==> src/verilog/hb_protect_cfg.svh <==
// Offsets, field positions, codes and timing figures of the protection monitor.
// Assumes a 100 MHz clock; included by bare name.
`ifndef HB_PROTECT_CFG_SVH
`define HB_PROTECT_CFG_SVH

`define CLK_PERIOD_NS 10
`define BLANK_NS 200
`define OV_DEBOUNCE_US 80
`define UV_DEBOUNCE_MS 40
`define BLANK_CYC ((`BLANK_NS + `CLK_PERIOD_NS - 1) / `CLK_PERIOD_NS)
`define OV_DEBOUNCE_CYC (`OV_DEBOUNCE_US * 1000 / `CLK_PERIOD_NS)
`define UV_DEBOUNCE_CYC (`UV_DEBOUNCE_MS * 1000000 / `CLK_PERIOD_NS)

`define REG_STATUS 8'h00
`define REG_CTRL 8'h04
`define REG_EVENT 8'h08
`define REG_GATE 8'h0C

`define CTRL_LATCH_RESET_BIT 0
`define EVENT_PENDING_BIT 0

`define SYS_NONE 3'h0
`define SYS_OV 3'h4
`define SYS_UV100 3'h2
`define SYS_UV85 3'h6
`define SYS_UV70 3'h1
`define SYS_UV55 3'h5
`define SYS_THERMAL 3'h3
`define SYS_LS_NOT_READY 3'h7

`define DEV_NONE 2'h0
`define DEV_WARNING 2'h2
`define DEV_SHUTDOWN 2'h1
`define DEV_HS_NOT_READY 2'h3

`define IN_LS_CMD 0
`define IN_HS_CMD_N 1
`define IN_LS_OC 2
`define IN_HS_OC 3
`define IN_LS_SHORT 4
`define IN_HS_SHORT 5
`define IN_TEMP_WARN 6
`define IN_TEMP_SD 7
`define IN_MON_STRAP 8
`define IN_ABOVE_OV 9
`define IN_BELOW_HYST 10
`define IN_UV1 11
`define IN_SYS_THERMAL 15

`define STRAP_WAIT 2'h2

`endif

==> src/verilog/hb_protect_pkg.sv <==
// Types of the protection monitor: undervoltage level and the state record.
// Widths here must match the counts in hb_protect_cfg.svh.
package hb_protect_pkg;

   localparam int SYNC_W = 16;

   typedef enum logic [2:0] {
      UV_NONE = 3'b000,
      UV_L1 = 3'b001,
      UV_L2 = 3'b010,
      UV_L3 = 3'b011,
      UV_L4 = 3'b100
   } uv_level_t;

   typedef struct packed {
      logic [SYNC_W-1:0] s1;
      logic [SYNC_W-1:0] s2;
      logic [1:0] strap_cnt;
      logic strap_done;
      logic bus_mode;
      logic [1:0] cmd_prev;
      logic [1:0] on;
      logic [1:0] oc_wait;
      logic [1:0][7:0] blank_cnt;
      logic therm_latch;
      logic ov;
      logic [15:0] ov_cnt;
      uv_level_t uv_lvl;
      uv_level_t uv_cand;
      logic [23:0] uv_cnt;
      logic [6:0] status;
      logic upd;
      logic pend;
      logic bus_act;
      logic bus_wr;
      logic [7:0] bus_addr;
      logic [31:0] rdata;
   } state_t;

endpackage

==> src/verilog/half_bridge_protection_monitor.sv <==
// Protection and supervision logic of a self-powered half-bridge driver.
// Assumes analog comparators and pins outside; all of them are asynchronous.
//
// Our own choices: the AHB-Lite slave port and the placing of the registers.
`timescale 1ns/1ps
`include "hb_protect_cfg.svh"

// Overview of operation
// - Over-current after blanking turns that switch off
// - Re-arm needs off edge then on edge
// - Over-current sets matching status flag
// - Shorted low limit resistor disables switching, reports not-ready
// - High-side short leaves low-side commands working
// - Thermal warning reported, switching continues
// - Thermal shutdown latches both switches off
// - Monitoring and reporting continue during shutdown
// - Shutdown clears by reset command or power-up
// - Monitor input mode captured once at power-up
// - Four undervoltage levels and one overvoltage level
// - Any undervoltage or overvoltage gives bus fault
// - Undervoltage reported after 40 ms persistence
// - Undervoltage clearing also debounced 40 ms
// - Recovery reports deepest level still crossed
// - Overvoltage for 80 us ends on-time
// - Overvoltage ignores turn-on until hysteresis debounced
// - Overvoltage clearing sends further update
// - System faults coded in status bits 0-2
// - Bits 3-4 device thermal or HS not-ready, 5-6 over-current
module half_bridge_protection_monitor #(
   parameter int unsigned OV_DEBOUNCE_CYC = `OV_DEBOUNCE_CYC,
   parameter int unsigned UV_DEBOUNCE_CYC = `UV_DEBOUNCE_CYC
) (
   input wire logic clk_i, // 100 MHz clock
   input wire logic rst_n_i, // Async reset, power-up
   input wire logic hsel_i, // AHB select
   input wire logic [31:0] haddr_i, // AHB address
   input wire logic [1:0] htrans_i, // AHB transfer type
   input wire logic hwrite_i, // AHB write
   input wire logic [2:0] hsize_i, // AHB size, word only
   input wire logic [31:0] hwdata_i, // AHB write data
   input wire logic hready_i, // AHB bus ready
   output logic [31:0] hrdata_o, // AHB read data
   output logic hreadyout_o, // AHB slave ready
   output logic hresp_o, // AHB response, always OKAY
   input wire logic low_side_on_cmd_i, // Low-side control, high = on
   input wire logic high_side_on_cmd_n_i, // High-side control, low = on
   input wire logic ls_overcurrent_i, // Low-side current above limit
   input wire logic hs_overcurrent_i, // High-side current above limit
   input wire logic low_limit_prog_short_i, // Low limit resistor below 35k
   input wire logic high_limit_prog_short_i, // High limit resistor below 35k
   input wire logic thermal_warning_level_i, // Low-side FET at warning level
   input wire logic thermal_shutdown_level_i, // Low-side FET above shutdown
   input wire logic monitor_bus_wired_i, // Monitor input wired for bus sense
   input wire logic sm_above_ov_i, // Monitor current above OV level
   input wire logic sm_below_ov_hyst_i, // Monitor current below OV - hyst
   input wire logic [3:0] sm_below_uv_i, // Below level 1..4 (100..55 %)
   input wire logic sm_thermistor_hot_i, // Thermistor below trip voltage
   output logic ls_gate_o, // Low-side switch on
   output logic hs_gate_o, // High-side switch on
   output logic [6:0] status_word_o, // Encoded status word
   output logic status_update_o // Status update request pulse
);

   localparam logic [7:0] BLANK_LIM = 8'(`BLANK_CYC);
   localparam logic [15:0] OV_LIM = 16'(OV_DEBOUNCE_CYC - 1);
   localparam logic [23:0] UV_LIM = 24'(UV_DEBOUNCE_CYC - 1);

   hb_protect_pkg::state_t q;
   hb_protect_pkg::state_t n;

   logic [hb_protect_pkg::SYNC_W-1:0] pins;
   logic [1:0] cmd;
   logic [1:0] oc_in;
   logic [1:0] kill;
   logic [1:0] rise;
   logic [1:0] fall;
   logic addr_phase;
   logic ctrl_wr;
   logic event_wr;
   hb_protect_pkg::uv_level_t uv_raw;
   logic [2:0] sys_code;
   logic [1:0] dev_code;
   logic [6:0] status_new;
   logic ov_cond;

   assign pins = {sm_thermistor_hot_i, sm_below_uv_i, sm_below_ov_hyst_i, sm_above_ov_i,
                  monitor_bus_wired_i, thermal_shutdown_level_i, thermal_warning_level_i,
                  high_limit_prog_short_i, low_limit_prog_short_i, hs_overcurrent_i,
                  ls_overcurrent_i, high_side_on_cmd_n_i, low_side_on_cmd_i};

   always_comb begin
      n = q;
      n.s1 = pins;
      n.s2 = q.s1;
      cmd[0] = q.s2[`IN_LS_CMD];
      cmd[1] = ~q.s2[`IN_HS_CMD_N];
      oc_in[0] = q.s2[`IN_LS_OC];
      oc_in[1] = q.s2[`IN_HS_OC];
      rise = cmd & ~q.cmd_prev;
      fall = ~cmd & q.cmd_prev;
      n.cmd_prev = cmd;

      // Bus write decode in the data phase
      ctrl_wr = q.bus_act && q.bus_wr && (q.bus_addr == `REG_CTRL)
                && hwdata_i[`CTRL_LATCH_RESET_BIT];
      event_wr = q.bus_act && q.bus_wr && (q.bus_addr == `REG_EVENT)
                 && hwdata_i[`EVENT_PENDING_BIT];

      // Mode strap sampled once the synchroniser has settled
      if (!q.strap_done) begin
         if (q.strap_cnt == `STRAP_WAIT) begin
            n.strap_done = 1'b1;
            n.bus_mode = q.s2[`IN_MON_STRAP];
         end else begin
            n.strap_cnt = q.strap_cnt + 2'h1;
         end
      end

      // Set wins over the reset command while still too hot
      if (ctrl_wr) begin
         n.therm_latch = 1'b0;
      end
      if (q.s2[`IN_TEMP_SD]) begin
         n.therm_latch = 1'b1;
      end

      // Overvoltage: enter on above-OV, leave on below OV minus hysteresis
      ov_cond = q.ov ? q.s2[`IN_BELOW_HYST] : q.s2[`IN_ABOVE_OV];
      if (!q.bus_mode) begin
         n.ov = 1'b0;
         n.ov_cnt = 16'h0000;
      end else if (!ov_cond) begin
         n.ov_cnt = 16'h0000;
      end else if (q.ov_cnt == OV_LIM) begin
         n.ov = ~q.ov;
         n.ov_cnt = 16'h0000;
      end else begin
         n.ov_cnt = q.ov_cnt + 16'h0001;
      end

      // Deepest undervoltage level currently crossed
      if (q.s2[`IN_UV1 + 3]) begin
         uv_raw = hb_protect_pkg::UV_L4;
      end else if (q.s2[`IN_UV1 + 2]) begin
         uv_raw = hb_protect_pkg::UV_L3;
      end else if (q.s2[`IN_UV1 + 1]) begin
         uv_raw = hb_protect_pkg::UV_L2;
      end else if (q.s2[`IN_UV1]) begin
         uv_raw = hb_protect_pkg::UV_L1;
      end else begin
         uv_raw = hb_protect_pkg::UV_NONE;
      end

      // Level moves only after the new level has held for the whole time
      if (!q.bus_mode || uv_raw == q.uv_lvl) begin
         n.uv_cnt = 24'h000000;
         n.uv_cand = q.uv_lvl;
      end else if (uv_raw != q.uv_cand) begin
         n.uv_cand = uv_raw;
         n.uv_cnt = 24'h000000;
      end else if (q.uv_cnt == UV_LIM) begin
         n.uv_lvl = uv_raw;
         n.uv_cnt = 24'h000000;
      end else begin
         n.uv_cnt = q.uv_cnt + 24'h000001;
      end

      // Gate control, index 0 low side, 1 high side
      kill[0] = !q.strap_done || q.therm_latch || q.ov
                || q.s2[`IN_LS_SHORT];
      kill[1] = !q.strap_done || q.therm_latch || q.ov
                || q.s2[`IN_LS_SHORT] || q.s2[`IN_HS_SHORT];
      for (int i = 0; i < 2; i++) begin
         if (q.on[i] && q.blank_cnt[i] != BLANK_LIM) begin
            n.blank_cnt[i] = q.blank_cnt[i] + 8'h01;
         end
         if (fall[i]) begin
            n.on[i] = 1'b0;
            n.oc_wait[i] = 1'b0;
         end else if (rise[i] && !kill[i] && !q.oc_wait[i] && !q.on[1 - i]) begin
            n.on[i] = 1'b1;
            n.blank_cnt[i] = 8'h00;
         end else if (q.on[i] && q.blank_cnt[i] == BLANK_LIM && oc_in[i]) begin
            n.on[i] = 1'b0;
            n.oc_wait[i] = 1'b1;
         end
         if (kill[i]) begin
            n.on[i] = 1'b0;
         end
      end

      // System-level code, shorted low limit resistor first
      if (q.s2[`IN_LS_SHORT]) begin
         sys_code = `SYS_LS_NOT_READY;
      end else if (!q.bus_mode) begin
         sys_code = q.s2[`IN_SYS_THERMAL] ? `SYS_THERMAL : `SYS_NONE;
      end else if (q.ov) begin
         sys_code = `SYS_OV;
      end else begin
         case (q.uv_lvl)
            hb_protect_pkg::UV_L1: sys_code = `SYS_UV100;
            hb_protect_pkg::UV_L2: sys_code = `SYS_UV85;
            hb_protect_pkg::UV_L3: sys_code = `SYS_UV70;
            hb_protect_pkg::UV_L4: sys_code = `SYS_UV55;
            default: sys_code = `SYS_NONE;
         endcase
      end

      if (q.therm_latch) begin
         dev_code = `DEV_SHUTDOWN;
      end else if (q.s2[`IN_HS_SHORT]) begin
         dev_code = `DEV_HS_NOT_READY;
      end else if (q.s2[`IN_TEMP_WARN]) begin
         dev_code = `DEV_WARNING;
      end else begin
         dev_code = `DEV_NONE;
      end

      // Field order of the word: [2:0] system, [4:3] device, [5] LS, [6] HS
      status_new = {q.oc_wait[1], q.oc_wait[0], dev_code, sys_code};
      // Word held at zero until setup, so the first nonzero word is reported
      if (q.strap_done) begin
         n.status = status_new;
      end
      n.upd = q.strap_done && (status_new != q.status);
      if (event_wr) begin
         n.pend = 1'b0;
      end
      if (q.upd) begin
         n.pend = 1'b1;
      end

      // AHB-Lite slave, zero wait states, read data registered
      addr_phase = hsel_i && hready_i && htrans_i[1];
      n.bus_act = addr_phase;
      n.bus_wr = hwrite_i;
      n.bus_addr = haddr_i[7:0];
      n.rdata = 32'h00000000;
      if (addr_phase && !hwrite_i) begin
         case (haddr_i[7:0])
            `REG_STATUS: n.rdata = {14'h0000, q.strap_done, q.therm_latch, 3'h0, q.uv_lvl,
                                    q.ov, q.bus_mode, 1'b0, q.status};
            `REG_EVENT: n.rdata = {31'h00000000, q.pend};
            `REG_GATE: n.rdata = {28'h0000000, q.oc_wait, q.on};
            default: n.rdata = 32'h00000000;
         endcase
      end
   end

   always_ff @(posedge clk_i or negedge rst_n_i) begin
      if (!rst_n_i) begin
         q <= '0;
      end else begin
         q <= n;
      end
   end

   assign hrdata_o = q.rdata;
   assign hreadyout_o = 1'b1;
   assign hresp_o = 1'b0;
   assign ls_gate_o = q.on[0];
   assign hs_gate_o = q.on[1];
   assign status_word_o = q.status;
   assign status_update_o = q.upd;

endmodule

==> config.mk <==
export PLATFORM = sky130hd
export DESIGN_NAME = half_bridge_protection_monitor
export DESIGN_NICKNAME = d
export VERILOG_FILES = /design/src/verilog/hb_protect_pkg.sv /design/src/verilog/half_bridge_protection_monitor.sv
export VERILOG_INCLUDE_DIRS = /design/src /design/src/verilog
export SDC_FILE = /design/constraint.sdc
export NUM_CORES = 1
export LEC_CHECK = 0
export BUFFER_PORTS_ARGS = -buffer_cell sky130_fd_sc_hd__buf_2
export CORE_ASPECT_RATIO = 1.1
export CORE_MARGIN = 3
export CORE_UTILIZATION = 55
export DETAILED_ROUTE_END_ITERATION = 8
export HOLD_SLACK_MARGIN = 0.02
export PLACE_DENSITY = 0.85
export SLEW_MARGIN = 20
export SYNTH_ARGS = -nofsm -noshare
export SYNTH_HDL_FRONTEND = slang
export SYNTH_SLANG_ARGS = --single-unit
==> constraint.sdc <==
create_clock -name clk_i -period 6.7 [get_ports clk_i]
set_clock_uncertainty 0.15 [all_clocks]
set_input_delay 0 -clock clk_i [delete_from_list [all_inputs] [get_ports clk_i]]
set_output_delay 0 -clock clk_i [all_outputs]
set_load 0.05 [all_outputs]
==> Word level (Yosys, flattened, before mapping) <==
Index checks and enable logic that the tools add are counted.
{ "totals": {"out_inout_bits": 44, "word_cells": 161, "inputBits": 90, "register_bits": 157} }
{ "classes": {"addsub": 5, "bitwise": 10, "n_reduce_logical": 49, "mux": 50, "eq_ne": 22} }
{ "ops": {"columns": ["op", "n"], "rows": [
  ["18-bit one-hot mux with 3 select lines", 1],
  ["24-bit two-way mux", 2],
  ["8-bit two-way mux", 6],
  ["16-bit two-way mux", 2],
  ["27-bit two-way mux", 1],
  ["24-bit by 1-bit adder with 24-bit output, second input constant", 1],
  ["24-bit by 22-bit == test with 1-bit output, second input constant", 1],
  ["8-bit by 4-bit == test with 1-bit output, second input constant", 3],
  ["1-bit two-way mux", 22],
  ["1-bit logical AND", 21],
  ["18-bit two-way mux", 1],
  ["17-bit two-way mux", 1],
  ["16-bit by 1-bit adder with 16-bit output, second input constant", 1],
  ["8-bit by 1-bit adder with 8-bit output, second input constant", 2],
  ["16-bit by 13-bit == test with 1-bit output, second input constant", 1],
  ["8-bit by 5-bit == test with 1-bit output, second input constant", 2],
  ["2-bit two-way mux", 8],
  ["8-bit by 5-bit inequality test with 1-bit output, second input constant", 2],
  ["3-bit two-way mux", 5],
  ["3-bit one-hot mux with 4 select lines", 1],
  ["2-bit AND reduction", 5],
  ["2-bit nonzero test", 5],
  ["1-bit logical NOT", 9],
  ["8-bit by 3-bit == test with 1-bit output, second input constant", 1],
  ["17 further kinds", 32]
]} }

==> Longest topological paths before layout <==
{ "depth": {"depth_word": 12, "depth_mapped": 7, "depth_no_buf": 7} }

==> Worst setup path before layout <==
OpenSTA, ideal clock, no wires.
{ "synth_path": {"path_kind": "register to register", "start": "reg q[81] (netlist bit)", "end": "reg q[97] (netlist bit)", "slack_ns": 4.527, "path_stages_with_launch": 7, "path_buffers": 0, "required_time_ns": 6.473, "period_less_slack_ns": 2.173, "arrival_ns": 1.945, "path_cell_list": "dfrtp_1 ha_1 nand4_2 or2_1 or4_4 or3b_1 a21oi_1"} }
{ "synth_via": {"elab_chain_cells": 3} }
{ "synth_rtl": {"columns": ["element", "line_no", "text"], "rows": [
  ["start: declaration", "half_bridge_protection_monitor.sv:68", "hb_protect_pkg::state_t q;"],
  ["start signal: assignment", "half_bridge_protection_monitor.sv:254", "q <= n;"],
  ["16-bit by 13-bit == test with 1-bit output", "half_bridge_protection_monitor.sv:134", "end else if (q.ov_cnt == OV_LIM) begin"],
  ["2-bit by 1-bit inequality test with 1-bit output (no line)", null, null],
  ["2-bit AND reduction (no line)", null, null]
]} }
Every way passes these cells.
A chain may end at the register's enable or synchronous reset.

==> metrics.txt <==
Detailed Routing Iterations Pass 1 4; CTS tree done; placed cell count between 700 and 800; fin worst setup slack between 4 and 5 ns; Worst Hold Class input pin to register; post-DP HPWL between 7000 and 8000 um; largest net degree at the start of global routing just under 80; Vias around 4100; n_diodes 0; CTS Buf Count 17; global-route wire length before repair about 19000 um; Layout Cells excl Fill between 700 and 800; Synth area leader dfrtp_1; drt initial violations approximately 170; Resized Gates After CTS 0; Synth Area in Adders 1.45%; r2r setup slk 4.15 ns; compound-cell area share of the yosys netlist 4.40%; Ports approximately 130; post-route ant nets 0; ys flop type dfrtp_1; Nets just over 700; vias in the first global route around 4300; Synth Warn # 0; XOR/XNOR Fraction of Synth Area under 10%; Worst Setup Start Kind register; grt ovf 0; Syn-to-layout area delta 17.1%; Synth Register Bits roughly 140; most frequent cells after synthesis 139 x dfrtp_1, 82 x nor2_1, 42 x buf_4, 32 x xor2_1, 29 x nand2_1; Max VDD drop ~0.15 mV; final instance area just over 7000 um2; drt drc 0; hold_buf cts 29; area post-placement 6220 um2; met3 routed WL 401 um; Req. time, crit path about 7 ns; Final Max Tran Viols 0; max frequency between 300 and 400 MHz; Worst-Skew Late Latency a little over 0.4 ns; syn_area_per_cell 10.9 um2; met1 WL approximately 4800 um; most frequent cell after synthesis dfrtp_1; initial antenna violation count 0; Post-Place Setup Slack approximately 4.2 ns; simple-gate portion of the synthesized area about a fifth; Die Wd 106 um; vias per inst 5.26; Setup Fix Bufs, Post-CTS 0; # fillers between 700 and 800; # rows 39; Critical Path End Type register; P per Cell Area 264 nW/um2; Slew HR a little under two fifths; wire length on met2 roughly 5900 um; CTS root buf clkbuf_16; final hold violations 0; period utilization a little under two fifths; CTS Sinks ~140; area of the multi-input gates around 2200 um2; Netlist Area Pre-Place between 6000 and 7000 um2; mux cell area share after synthesis 2.04%; gpl congestion around 0.79; largest family of logic cells by synthesized area simple AND/OR/NAND/NOR gates; Reg clk slew, reported paths ~0.060 ns; critical path type register to register; WL final ~11000 um; Distinct cells, synth 50; post-layout min period around 2.6 ns; die height around 120 um; PortBufs 54; share of cells above drive strength 1 approximately 16%; Post-synth ARST share 100%; Max Cap Viol 0; Critical Path AT ~2.7 ns; TNS Setup 0 ns; Top Metal Used met4; endpoints failing setup 0; leading post-synthesis cells by cell area dfrtp_1 57%, buf_4 5.2%, nor2_1 5.1%, xor2_1 4.6%, xnor2_1 3.9%; RSZ-0062 raised after global routing false; worst-path fanout max 20; outcome finished, final reports clean; GRT Util Overall roughly a fifth; Placeable Area 10600 um2; number of synthesized flops with an enable pin 0; CTS H-tree depth 4; storage element area approximately 3500 um2; Gate Count Post-Synth between 500 and 600; share of the synthesized area in the top cell type 57.4%; Initial Util between 50% and 60%; Seq/Total Area, Yosys 57.4%; measured slew at the worst slew-check pin approximately 0.9 ns; post-layout power approximately 1.9 mW; CTS max path bufs 2; Routed wire per std cell 14.6 um; LEAKAGE 3.22 nW; die area roughly 12000 um2
## metrics by stage
step	util, %	hold slack (ns)
2_1_floorplan	-	-0.446
5_1_grt	67.0	0.0522
3_3_place_gp	58.7	-0.0427
6_report	67.0	0.0268
4_1_cts	67.0	0.0257
3_5_place_dp	58.7	-0.0407
## routing by layer
| layer | track usage (%) | vias up |
|---|---|---|
| met1 | 23.8 | 2022 |
| met3 | 4.68 | 30 |
| li1 | - | 1949 |
| met4 | 10.4 | 0 |
| met2 | 34.4 | 103 |
| met5 | 0 | - |
## critical path: stages (launching register included)
cell and delay [ns]:
dfrtp_1 0.40, or3_1 0.37, a211o_1 0.31, a221oi_2 0.31
nand3b_1 0.62, nor2_1 0.31
## worst paths after layout
path                       depth (start not counted)  startpoint           to
max                                                5      q[137]        q[71]
min                                                4      hsel_i  hrdata_o[1]
max reg2reg                                        5      q[137]        q[71]
min reg2reg                                        0      n[137]       q[137]
max in group asynchronous                          3     rst_n_i       cmd[0]
min in group asynchronous                          2     rst_n_i        q[36]
## placed cells by master, fill, tap and decap left out, drive strengths merged, types with 5 or more instances in the layout
cell / n
nor3: 15
nand2: 29
dfrtp: 139
nand3: 22
dlygate4sd3: 29
or4: 7
nor4: 10
xor2: 32
ha: 7
clkinvlp: 5
mux2: 11
xnor2: 27
inv: 23
and3: 10
clkbuf: 18
and2: 10
nand4: 14
buf: 55
conb: 20
a21oi: 17
clkinv: 6
nand3b: 6
nor2: 82
## flip-flops by register name, indices dropped and copies added, names as in the netlist
| signal | cells |
|---|---|
| oc_in | 2 |
| hrdata_o | 14 |
| n | 16 |
| status_update_o | 1 |
| q | 96 |
| cmd | 1 |
| hs_gate_o | 1 |
| ls_gate_o | 1 |
| status_word_o | 7 |
## layout make-up
cell class	count	area share, %
tap	143	2.52
sequential	139	49.0
inverter	22	1.16
clock inverter	14	2.08
multi-input combinational	360	31.0
timing repair buffer	84	8.04
clock buffer	18	6.19
## kinds of logic (layout without fill, tap and decap cells)
kind of cell | after synthesis | after routing
simple gates | 223 | 223
flops | 139 | 139
buf+inv | 75 | 138
xor+xnor | 59 | 59
compound gates | 40 | 40
mux | 11 | 11
fa+ha+maj | 7 | 7
other cells | 2 | 20
## report_power, final
group	switching [mW]	internal [mW]
combinational	0.0663	0.0294
clock	0.351	0.557
sequential	0.0126	0.857
total	0.430	1.44
(Power assumes the default switching activity.)
